==> src/pkg/shifter_pkg.sv <==
// Purpose: shared constants and types of the three-wire serial shifter
// Assumes: one 20 MHz system clock; pins are synchronised inside the block
// Notes: control bits arrive as one packed struct from the owning logic
package shifter_pkg;

    // ****************************************
    // widths and reset values
    // ****************************************
    localparam int DATA_W = 8;
    localparam int CNT_W = 4;
    localparam logic [7:0] DATA_RST = 8'h00;
    localparam logic [3:0] CNT_RST = 4'h0;
    localparam logic [3:0] CNT_MAX = 4'hF;
    localparam int MSB_POS = 7;
    localparam int SYNC_STAGES = 2;

    // ****************************************
    // enumerations
    // ****************************************
    typedef enum logic [1:0] {
        SRC_EXT = 2'b00,
        SRC_TIMER = 2'b01,
        SRC_SOFT = 2'b10,
        SRC_OFF = 2'b11
    } clk_src_e;

    typedef enum logic {
        WIRE_THREE = 1'b0,
        WIRE_TWO = 1'b1
    } wire_mode_e;

    // ****************************************
    // shift_control_register fields
    // ****************************************
    typedef struct packed {
        wire_mode_e wire_mode;
        clk_src_e clk_src;
        logic external_edge_select;
        logic data_out_enable;
        logic clock_pin_drive;
        logic start_irq_enable;
        logic overflow_hold_enable;
    } shift_control_s;

    // ****************************************
    // software strobes, one cycle each
    // ****************************************
    typedef struct packed {
        logic data_write;
        logic [7:0] data_value;
        logic count_write;
        logic [3:0] count_value;
        logic overflow_clear;
        logic start_clear;
        logic clock_strobe;
        logic clock_toggle_strobe;
    } shift_strobe_s;

endpackage

==> src/rtl/universal_serial_shifter_three_wire.sv <==
// Purpose: eight-bit serial shift port with edge counter and clock control
// Assumes: pins and the shift clock are asynchronous; system clock 20 MHz
// Notes: shift clock may run at most at a quarter of the system clock
//
// Functional notes
// - one 8-bit shift register, software read/write
// - buffer copy of shift register kept
// - msb routed to data-out or data pin
// - pin clock: output latch changes on opposite edge
// - serial input always from serial_in_pin
// - 4-bit counter, read/write, overflow flag
// - counter and shifter share one clock
// - external clock counts both edges
// - clock from pin, timer or strobe
// - start condition may raise interrupt
// - two-wire: hold clock low after start/overflow
// - three-wire acts as SPI mode 0/1
// - no hardware slave select
// - eight clocks exchange both registers
// - master clock by pin toggle strobe
// - edge select 0: sample rise, shift fall
// - edge select 1: sample fall, shift rise
// - output set up before first sample
// - sixteen edges overflow, flag byte done
// - overflow wakes processor from idle
// - data falls while clock high: start
`timescale 1ns/1ps
`default_nettype none
module universal_serial_shifter_three_wire (
    input wire logic i_ref_clk,
    input wire logic i_rst_b,
    input wire shifter_pkg::shift_control_s i_ctrl,
    input wire shifter_pkg::shift_strobe_s i_strobe,
    input wire logic i_timer_match,
    input wire logic i_serial_in_pin,
    input wire logic i_shift_clock_pin,
    output logic o_shift_clock_out,
    output logic o_shift_clock_oe_b,
    output logic o_data_out,
    output logic o_data_out_oe_b,
    output logic o_serial_data_out,
    output logic o_serial_data_oe_b,
    output logic [7:0] o_serial_shift_register,
    output logic [7:0] o_serial_shift_copy_register,
    output logic [3:0] o_count,
    output logic o_counter_overflow_flag,
    output logic o_start_condition_flag,
    output logic o_start_irq,
    output logic o_overflow_wake
);
    import shifter_pkg::*;

    // ****************************************
    // pin synchronisers
    // ****************************************
    logic [SYNC_STAGES-1:0] sck_sync_q;
    logic [SYNC_STAGES-1:0] din_sync_q;
    logic sck_prev_q;
    logic din_prev_q;
    logic sck_lvl;
    logic din_lvl;

    // two flops before any logic looks at a pin
    always_ff @(posedge i_ref_clk or negedge i_rst_b) begin
        if (!i_rst_b) begin
            sck_sync_q <= '0;
            din_sync_q <= '0;
            sck_prev_q <= 1'b0;
            din_prev_q <= 1'b0;
        end else begin
            sck_sync_q <= {sck_sync_q[0], i_shift_clock_pin};
            din_sync_q <= {din_sync_q[0], i_serial_in_pin};
            sck_prev_q <= sck_sync_q[1];
            din_prev_q <= din_sync_q[1];
        end
    end

    assign sck_lvl = sck_sync_q[1];
    assign din_lvl = din_sync_q[1];

    // ****************************************
    // clock selection
    // ****************************************
    logic sck_rise;
    logic sck_fall;
    logic ext_sel;
    logic sample_edge;
    logic shift_tick;
    logic count_tick;
    logic latch_open;

    assign sck_rise = sck_lvl & ~sck_prev_q;
    assign sck_fall = ~sck_lvl & sck_prev_q;
    assign ext_sel = (i_ctrl.clk_src == SRC_EXT);

    // the edge select picks the sampling edge; the output latch covers the driving edge
    always_comb begin
        sample_edge = 1'b0;
        count_tick = 1'b0;
        case (i_ctrl.clk_src)
            SRC_EXT: begin
                sample_edge = i_ctrl.external_edge_select ? sck_fall : sck_rise;
                count_tick = sck_rise | sck_fall;
            end
            SRC_TIMER: begin
                sample_edge = i_timer_match;
                count_tick = i_timer_match;
            end
            SRC_SOFT: begin
                sample_edge = i_strobe.clock_strobe;
                count_tick = i_strobe.clock_strobe;
            end
            default: begin
                sample_edge = 1'b0;
            end
        endcase
    end

    assign shift_tick = sample_edge;
    // latch is see-through while the clock rests on its driving phase
    assign latch_open = ext_sel ? (sck_lvl == i_ctrl.external_edge_select) : 1'b1;

    // ****************************************
    // shift register and buffer copy
    // ****************************************
    logic [7:0] shreg_q;
    logic [7:0] shreg_d;
    logic [7:0] copy_q;
    logic [3:0] cnt_q;
    logic [3:0] cnt_d;
    logic wrap;

    // software write wins over a shift landing in the same cycle
    always_comb begin
        shreg_d = shreg_q;
        if (i_strobe.data_write) begin
            shreg_d = i_strobe.data_value;
        end else if (shift_tick) begin
            shreg_d = {shreg_q[MSB_POS-1:0], din_lvl};
        end
    end

    always_ff @(posedge i_ref_clk or negedge i_rst_b) begin
        if (!i_rst_b) begin
            shreg_q <= DATA_RST;
        end else begin
            shreg_q <= shreg_d;
        end
    end

    // copy taken with the byte that completes, so software need not race
    always_ff @(posedge i_ref_clk or negedge i_rst_b) begin
        if (!i_rst_b) begin
            copy_q <= DATA_RST;
        end else if (wrap) begin
            copy_q <= shreg_d;
        end
    end

    // ****************************************
    // edge counter and overflow flag
    // ****************************************
    assign wrap = count_tick & ~i_strobe.count_write & (cnt_q == CNT_MAX);

    always_comb begin
        cnt_d = cnt_q;
        if (i_strobe.count_write) begin
            cnt_d = i_strobe.count_value;
        end else if (count_tick) begin
            cnt_d = cnt_q + 4'h1;
        end
    end

    always_ff @(posedge i_ref_clk or negedge i_rst_b) begin
        if (!i_rst_b) begin
            cnt_q <= CNT_RST;
        end else begin
            cnt_q <= cnt_d;
        end
    end

    logic ovf_q;

    // a wrap in the clearing cycle keeps the flag set
    always_ff @(posedge i_ref_clk or negedge i_rst_b) begin
        if (!i_rst_b) begin
            ovf_q <= 1'b0;
        end else if (wrap) begin
            ovf_q <= 1'b1;
        end else if (i_strobe.overflow_clear) begin
            ovf_q <= 1'b0;
        end
    end

    // ****************************************
    // output latch and pin routing
    // ****************************************
    logic out_bit_q;
    logic do_q;
    logic do_oe_b_q;
    logic sda_oe_b_q;

    // holds the msb until the opposite edge so the peer samples clean data
    always_ff @(posedge i_ref_clk or negedge i_rst_b) begin
        if (!i_rst_b) begin
            out_bit_q <= 1'b0;
        end else if (latch_open) begin
            out_bit_q <= shreg_d[MSB_POS];
        end
    end

    // no select input: slave choice stays with software
    always_ff @(posedge i_ref_clk or negedge i_rst_b) begin
        if (!i_rst_b) begin
            do_q <= 1'b0;
            do_oe_b_q <= 1'b1;
            sda_oe_b_q <= 1'b1;
        end else begin
            do_q <= out_bit_q;
            do_oe_b_q <= ~(i_ctrl.data_out_enable & (i_ctrl.wire_mode == WIRE_THREE));
            sda_oe_b_q <= ~(i_ctrl.data_out_enable & (i_ctrl.wire_mode == WIRE_TWO)
                          & ~out_bit_q);
        end
    end

    // ****************************************
    // two-wire start detector and clock hold
    // ****************************************
    logic start_q;
    logic start_hold_q;
    logic start_seen;
    logic hold;

    assign start_seen = (i_ctrl.wire_mode == WIRE_TWO) & sck_lvl & sck_prev_q
                        & ~din_lvl & din_prev_q;

    always_ff @(posedge i_ref_clk or negedge i_rst_b) begin
        if (!i_rst_b) begin
            start_q <= 1'b0;
        end else if (start_seen) begin
            start_q <= 1'b1;
        end else if (i_strobe.start_clear) begin
            start_q <= 1'b0;
        end
    end

    // clock is held only once the master has pulled it low after start
    always_ff @(posedge i_ref_clk or negedge i_rst_b) begin
        if (!i_rst_b) begin
            start_hold_q <= 1'b0;
        end else if (!start_q || start_seen) begin
            start_hold_q <= 1'b0;
        end else if (sck_fall) begin
            start_hold_q <= 1'b1;
        end
    end

    assign hold = (i_ctrl.wire_mode == WIRE_TWO)
                  & (start_hold_q | (i_ctrl.overflow_hold_enable & ovf_q));

    // ****************************************
    // master clock generation
    // ****************************************
    logic tog_q;
    logic sck_out_q;
    logic sck_oe_b_q;

    always_ff @(posedge i_ref_clk or negedge i_rst_b) begin
        if (!i_rst_b) begin
            tog_q <= 1'b0;
        end else if (i_strobe.clock_toggle_strobe) begin
            tog_q <= ~tog_q;
        end
    end

    // two-wire pin is open drain, so only a low level is ever driven
    always_ff @(posedge i_ref_clk or negedge i_rst_b) begin
        if (!i_rst_b) begin
            sck_out_q <= 1'b0;
            sck_oe_b_q <= 1'b1;
        end else begin
            sck_out_q <= hold ? 1'b0 : tog_q;
            sck_oe_b_q <= ~(hold | (i_ctrl.clock_pin_drive
                          & ((i_ctrl.wire_mode == WIRE_THREE) | ~tog_q)));
        end
    end

    // ****************************************
    // event outputs
    // ****************************************
    logic start_irq_q;
    logic wake_q;

    always_ff @(posedge i_ref_clk or negedge i_rst_b) begin
        if (!i_rst_b) begin
            start_irq_q <= 1'b0;
            wake_q <= 1'b0;
        end else begin
            start_irq_q <= (start_q | start_seen) & i_ctrl.start_irq_enable;
            wake_q <= ovf_q | wrap;
        end
    end

    assign o_shift_clock_out = sck_out_q;
    assign o_shift_clock_oe_b = sck_oe_b_q;
    assign o_data_out = do_q;
    assign o_data_out_oe_b = do_oe_b_q;
    assign o_serial_data_out = 1'b0 & do_q;
    assign o_serial_data_oe_b = sda_oe_b_q;
    assign o_serial_shift_register = shreg_q;
    assign o_serial_shift_copy_register = copy_q;
    assign o_count = cnt_q;
    assign o_counter_overflow_flag = ovf_q;
    assign o_start_condition_flag = start_q;
    assign o_start_irq = start_irq_q;
    assign o_overflow_wake = wake_q;

endmodule
`default_nettype wire

==> config.mk <==
export PLATFORM = sky130hd
export DESIGN_NAME = universal_serial_shifter_three_wire
export DESIGN_NICKNAME = d
export VERILOG_FILES = /design/src/pkg/shifter_pkg.sv /design/src/rtl/universal_serial_shifter_three_wire.sv
export SDC_FILE = /design/constraint.sdc
export NUM_CORES = 1
export LEC_CHECK = 0
export BUFFER_PORTS_ARGS = -buffer_cell sky130_fd_sc_hd__buf_2
export CAP_MARGIN = 30
export CORE_MARGIN = 1
export CORE_UTILIZATION = 50
export CTS_CLUSTER_DIAMETER = 120
export CTS_CLUSTER_SIZE = 8
export DETAILED_ROUTE_END_ITERATION = 7
export GPL_ROUTABILITY_DRIVEN = 0
export GPL_TIMING_DRIVEN = 0
export PLACE_DENSITY_LB_ADDON = 0.1
export SYNTH_ARGS = -nofsm -noshare
export SYNTH_HDL_FRONTEND = slang
export SYNTH_SLANG_ARGS = --single-unit
==> constraint.sdc <==
create_clock -name i_ref_clk -period 2.2 [get_ports i_ref_clk]
set_input_delay 0.11 -clock i_ref_clk [delete_from_list [all_inputs] [get_ports i_ref_clk]]
set_output_delay 0.11 -clock i_ref_clk [all_outputs]
set_load 0.05 [all_outputs]
# After elaboration in Yosys (flattened, before gate mapping)
# Index checks and enable logic that the tools add are counted.
# op_classes
add_sub_neg,1
multipliers,0
div_mod_pow,0
order_cmp,0
n_eq_ne,4
shift,0
muxes,15
bitwise_logic,31
reduce_logical,7
# op_table
cell,n
8-bit two-way mux,2
1-bit AND,15
1-bit NOT,10
1-bit two-way mux,9
4-bit two-way mux,2
2-bit nonzero test,4
1-bit OR,6
1-bit one-hot mux with 3 select lines,2
"4-bit by 1-bit adder with 4-bit output, second input constant",1
"4-bit equality test, second input constant",1
"2-bit by 1-bit equality test with 1-bit output, second input constant",1
"2-bit equality test, second input constant",1
2-bit zero test,1
1-bit equality test,1
1-bit zero test,1
1-bit logical OR,1
# word_totals
register_bits,38
latch_bits,0
ramBits,0
romBits,0
inputBits,31
out_inout_bits,30
memories,0

# Logic depth before layout (Yosys ltp)
# logic_depth
ltp_word,7
depth_mapped,6

# Worst setup path before layout
# Ideal clock, no wire load.
# synth_timing
kind,reg2reg
start,register sck_sync_q[1]
end,register copy_q[4] (netlist: o_serial_shift_copy_register[4])
arrival_time_ns,1.904
required_ns,2.133
path_slack_ns,0.229
path_stages_with_launch,7
path_buffers,0
period_less_slack_ns,1.971
path_cell_list,dfrtp_1 -> inv_1 -> ha_1 -> mux2i_2 -> mux2_2 -> a2111oi_2 -> mux2_2
# synth_between
elab_chain_len,6
# synth_lines
item,line,rtl
start: declaration,universal_serial_shifter_three_wire.sv:56,logic [SYNC_STAGES-1:0] sck_sync_q;
start signal: assignment,universal_serial_shifter_three_wire.sv:71,"sck_sync_q <= {sck_sync_q[0], i_shift_clock_pin};"
1-bit NOT,universal_serial_shifter_three_wire.sv:93,assign sck_fall = ~sck_lvl & sck_prev_q;
1-bit AND,universal_serial_shifter_three_wire.sv:93,
1-bit two-way mux *,universal_serial_shifter_three_wire.sv:102,sample_edge = i_ctrl.external_edge_select ? sck_fall : sck_rise;
1-bit one-hot mux with 3 select lines *,universal_serial_shifter_three_wire.sv:100,case (i_ctrl.clk_src)
8-bit two-way mux *,universal_serial_shifter_three_wire.sv:138,end else if (shift_tick) begin
8-bit two-way mux *,universal_serial_shifter_three_wire.sv:136,if (i_strobe.data_write) begin
via shreg_d[4],universal_serial_shifter_three_wire.sv:127,logic [7:0] shreg_d;
end signal: assignment,universal_serial_shifter_three_wire.sv:156,copy_q <= shreg_d;
end: declaration,universal_serial_shifter_three_wire.sv:128,logic [7:0] copy_q;
# Mark *: on every way through the listed nets, which the timed path passes. The rest lies on a longest branch.
# A chain may end at the register's enable or synchronous reset.

# Worst setup path after layout
# layout_timing
start,register sck_sync_q[1]
end,register copy_q[2] (netlist: o_serial_shift_copy_register[2])
# layout_between
elab_chain_len,6
# layout_lines
item,line
1-bit NOT,universal_serial_shifter_three_wire.sv:93
1-bit AND,universal_serial_shifter_three_wire.sv:93
1-bit two-way mux / 1-bit OR (equally long branches),"universal_serial_shifter_three_wire.sv:102, universal_serial_shifter_three_wire.sv:103"
1-bit one-hot mux with 3 select lines,universal_serial_shifter_three_wire.sv:100
8-bit two-way mux / 1-bit AND (equally long branches),"universal_serial_shifter_three_wire.sv:138, universal_serial_shifter_three_wire.sv:163"
8-bit two-way mux / 1-bit AND (equally long branches),"universal_serial_shifter_three_wire.sv:136, universal_serial_shifter_three_wire.sv:163"
# Several ways; a longest one is shown, not always the timed one.

==> key figures <==
Status
  • Status: complete, no violations

Route
  • Drt via density: 5.49
  • WL/cell: 14.8 um
  • Initial DRC count: 86
  • Routed wire length: 4350 um
  • Routed Antenna Nets: 0
  • # DRC: 0
  • Routed via count: 1614
  • Drt pass-1 iters: 4

Setup path
  • Worst setup EP type: register
  • Startpoint types: register
  • Worst EP required: 2370 ps
  • Crit Path Class: register to register
  • Critical Path AT: 2250 ps
  • Slowest stage delay, CP: 410 ps
  • Buf/Inv on CP: 1
  • Crit path max-delay family: simple AND/OR/NAND/NOR gates
  • CP max FO: 6
  • Slowest cell on crit path: dfrtp_1
  • Crit path cell chain: inv_1, ha_1, nor2b_1, o31a_2, nor2_2, mux2_2

Synthesis
  • Largest family of logic cells by synthesized area: simple AND/OR/NAND/NOR gates
  • Synthesis-stage register bit count: 38
  • Mux contribution to synthesized area: 9.15%
  • Adder-Cell Fraction of Synth Area: 1.92%
  • Post-Synth XOR/XNOR Area: 1.34%
  • Syn. warnings: 0
  • Post-synth cell types: 48
  • Most used flip-flop cell after synthesis: dfrtp_1
  • Ys async rst share: 100%
  • Mapped Cells: 173
  • Sequential share of the synthesized area: 48.8%
  • Post-Syn Area: 1960 um2
  • Syn_nets: 207
  • Synth Area in Simple Gates: 18.0%
  • Syn avg cell area: 11.3 um2
  • Compound-Gate Fraction of Synth Area: 15.0%
  • Post-synth EDFFs: 0

Layout
  • Area Overhead vs Synth: 30.3%
  • # nets final: 279
  • Antenna Cells: 0
  • Fillers: 292
  • Share of post-route cells with drive strength above 1: 41.1%

Run
  • # Max-Cap Violations: 0

Floorplanning
  • I/O pins: 61
  • Starting Density: 52.6%
  • Die area: 4170 um2
  • Die Span Y: 64.5 um
  • Core footprint: 3720 um2
  • Chip width: 64.5 um
  • Std-Cell Rows: 22

Clock tree
  • CTS Root Buffer Type: clkbuf_8
  • Clock Latency Late Sink: 290 ps
  • Cts bufs inserted: 5
  • H-tree Lvls: 2
  • TritonCTS Sinks: 38
  • Max Root-Sink Buffers: 2
  • CTS tree: built
  • Worst-path clk slew: 80 ps

STA
  • Hold_ws: 4.51 ps
  • Total negative slack: 0 ps
  • Hold Violations, Final: 0
  • Slew @ Worst Pin: 906 ps
  • Worst slew margin: 38.0%
  • Fin. max-slew vios: 0
  • Final setup viols: 0
  • RSZ-0062 raised after global routing: false
  • Clock skew: 9.45 ps
  • Min Tclk post-route: 2080 ps
  • Fmax: 481 MHz
  • Part of the cycle the worst path needs: 94.5%

Global route
  • Total GRT Usage: 22.8%
  • Largest net degree at the start of global routing: 39
  • Initial antenna violation count: 0
  • Vias in the first global route: 1544
  • First-pass GRT wire length: 7050 um
  • GRT overflow: 0

Power and ir drop
  • Flop pwr share: 37.9%
  • Clock share of power: 29.7%
  • Leakage Power: 1.21 nW
  • Max VDD drop: 0.606 mV
  • Comb power frac: 32.4%
  • PwrDens: 921 nW/um2
  • Sw frac: 36.5%
  • Sw power: 856 uW
  • Power Internal: 1.49 mW

Worst hold path
  • Worst min path class: input pin to register

Placed design
  • # port buffers: 57
  • Post-DP HPWL: 3270 um
[per-stage QoR]
stage	instance area, um2	utilization, %	total power, mW	cells	worst slack (ps)
2_1_floorplan	1960	-	1.44	173	229
3_3_place_gp	2300	61.9	1.62	278	-83.0
3_5_place_dp	2300	61.9	1.64	278	-158
4_1_cts	2510	67.5	2.35	292	5.40
5_1_grt	2550	68.6	2.45	294	7.35
6_report	2550	68.6	2.35	294	120
[per-layer routing]
| layer | GRT usage (%) | routed length (um) | part of all wire, % |
|---|---|---|---|
| met5 | 0 | 0 | 0 |
| met4 | 9.72 | 86 | 2.0 |
| met3 | 5.81 | 236 | 5.4 |
| met2 | 37.4 | 2150 | 49 |
| met1 | 28.6 | 1880 | 43 |
[synthesized netlist by cell type (2+ instances only)]
master     instances  area (um2)
o31ai_1            3        22.5
nor2b_1           12        75.1
nand4_1            2        12.5
ha_1               3        37.5
o21ai_0            4        20.0
o211ai_1           2        15.0
buf_6              3        33.8
nand2b_1           5        31.3
dfstp_2            3        78.8
nor3_1             6        30.0
mux2i_1            3        30.0
mux2_2            11         124
inv_1              5        18.8
a2111oi_2          6        90.1
nor2_1             9        33.8
nand3_1            3        15.0
a21o_1             2        15.0
nor4_1            10        62.6
nand3b_1           2        15.0
buf_2              2        10.0
a2111oi_0          5        43.8
o21ai_1            2        10.0
nor2_2             2        12.5
nand2_1            9        33.8
xnor2_1            2        17.5
dfrtp_1           35         876
[repair_timing]
| action | in CTS | in global routing |
|---|---|---|
| gates resized for setup | 1 | 2 |
| setup buffers | 0 | 2 |
| endpoints found under the setup margin | 7 | 5 |
| endpoints found under the hold margin | 41 | 0 |
| hold buffers | 6 | 0 |
[registers in the layout, indices dropped and copies added, names as in the netlist]
name	flops
o_shift_clock_oe_b	1
o_serial_shift_register	8
sck_sync_q	2
o_shift_clock_out	1
o_serial_shift_copy_register	8
din_sync_q	2
o_counter_overflow_flag	1
out_bit_q	1
o_start_irq	1
o_serial_data_oe_b	1
sck_prev_q	1
o_data_out	1
o_start_condition_flag	1
din_prev_q	1
start_hold_q	1
o_data_out_oe_b	1
o_count	4
tog_q	1
o_overflow_wake	1
[cells in the final DEF, fill, tap and decap left out, types with 4 or more instances in the layout]
cell type       n
buf_2          59
dfrtp_1        35
nor2b_1        12
mux2_2         11
nor4_1         10
nor2_1          9
nand2_1         9
clkbuf_8        6
nor3_1          6
dlygate4sd3_1   6
inv_1           5
nand2b_1        5
a2111oi_0       5
a2111oi_2       4
o21ai_0         4
[power by group through the flow]
stage / registers (mW) / logic, mW / clock network [mW]
final: 0.889 / 0.760 / 0.698
after global routing: 0.904 / 0.807 / 0.742
after CTS: 0.890 / 0.752 / 0.712
after detailed placement: 0.903 / 0.741 / 0
after global placement: 0.895 / 0.727 / 0
after floorplan: 1.23 / 0.207 / 0
[cell families (layout without fill, tap and decap cells)]
group / count (synthesis) / in the layout
flops: 38 / 38
xor+xnor: 3 / 3
buf+inv: 15 / 88
mux: 16 / 16
simple gates: 64 / 64
fa+ha+maj: 3 / 3
other cells: 1 / 1
compound gates: 33 / 33
[final timing paths]
check,endpoint,slack [ps],depth (start not counted),from
min reg2reg,din_sync_q[1],350,0,din_sync_q[0]
min in group asynchronous,o_start_irq,450,2,i_rst_b
min,o_counter_overflow_flag,5,2,i_strobe[3]
max in group asynchronous,o_serial_shift_copy_register[1],1230,2,i_rst_b
max,o_serial_shift_copy_register[2],120,6,sck_sync_q[1]
max reg2reg,o_serial_shift_copy_register[2],120,6,sck_sync_q[1]
[final cells by class]
class                   count  area [um2]  share of cell area (%)
repair buffers             65         360                    14.1
clock buffers               5        68.8                    2.70
well taps                  48        60.1                    2.36
plain buffers              10        88.8                    3.49
inverters                   5        18.8                   0.737
clock inverters             3        68.8                    2.70
flip-flops and latches     38         955                    37.5
multi-input cells         120         927                    36.4
Power figures use the tool's default switching activity.
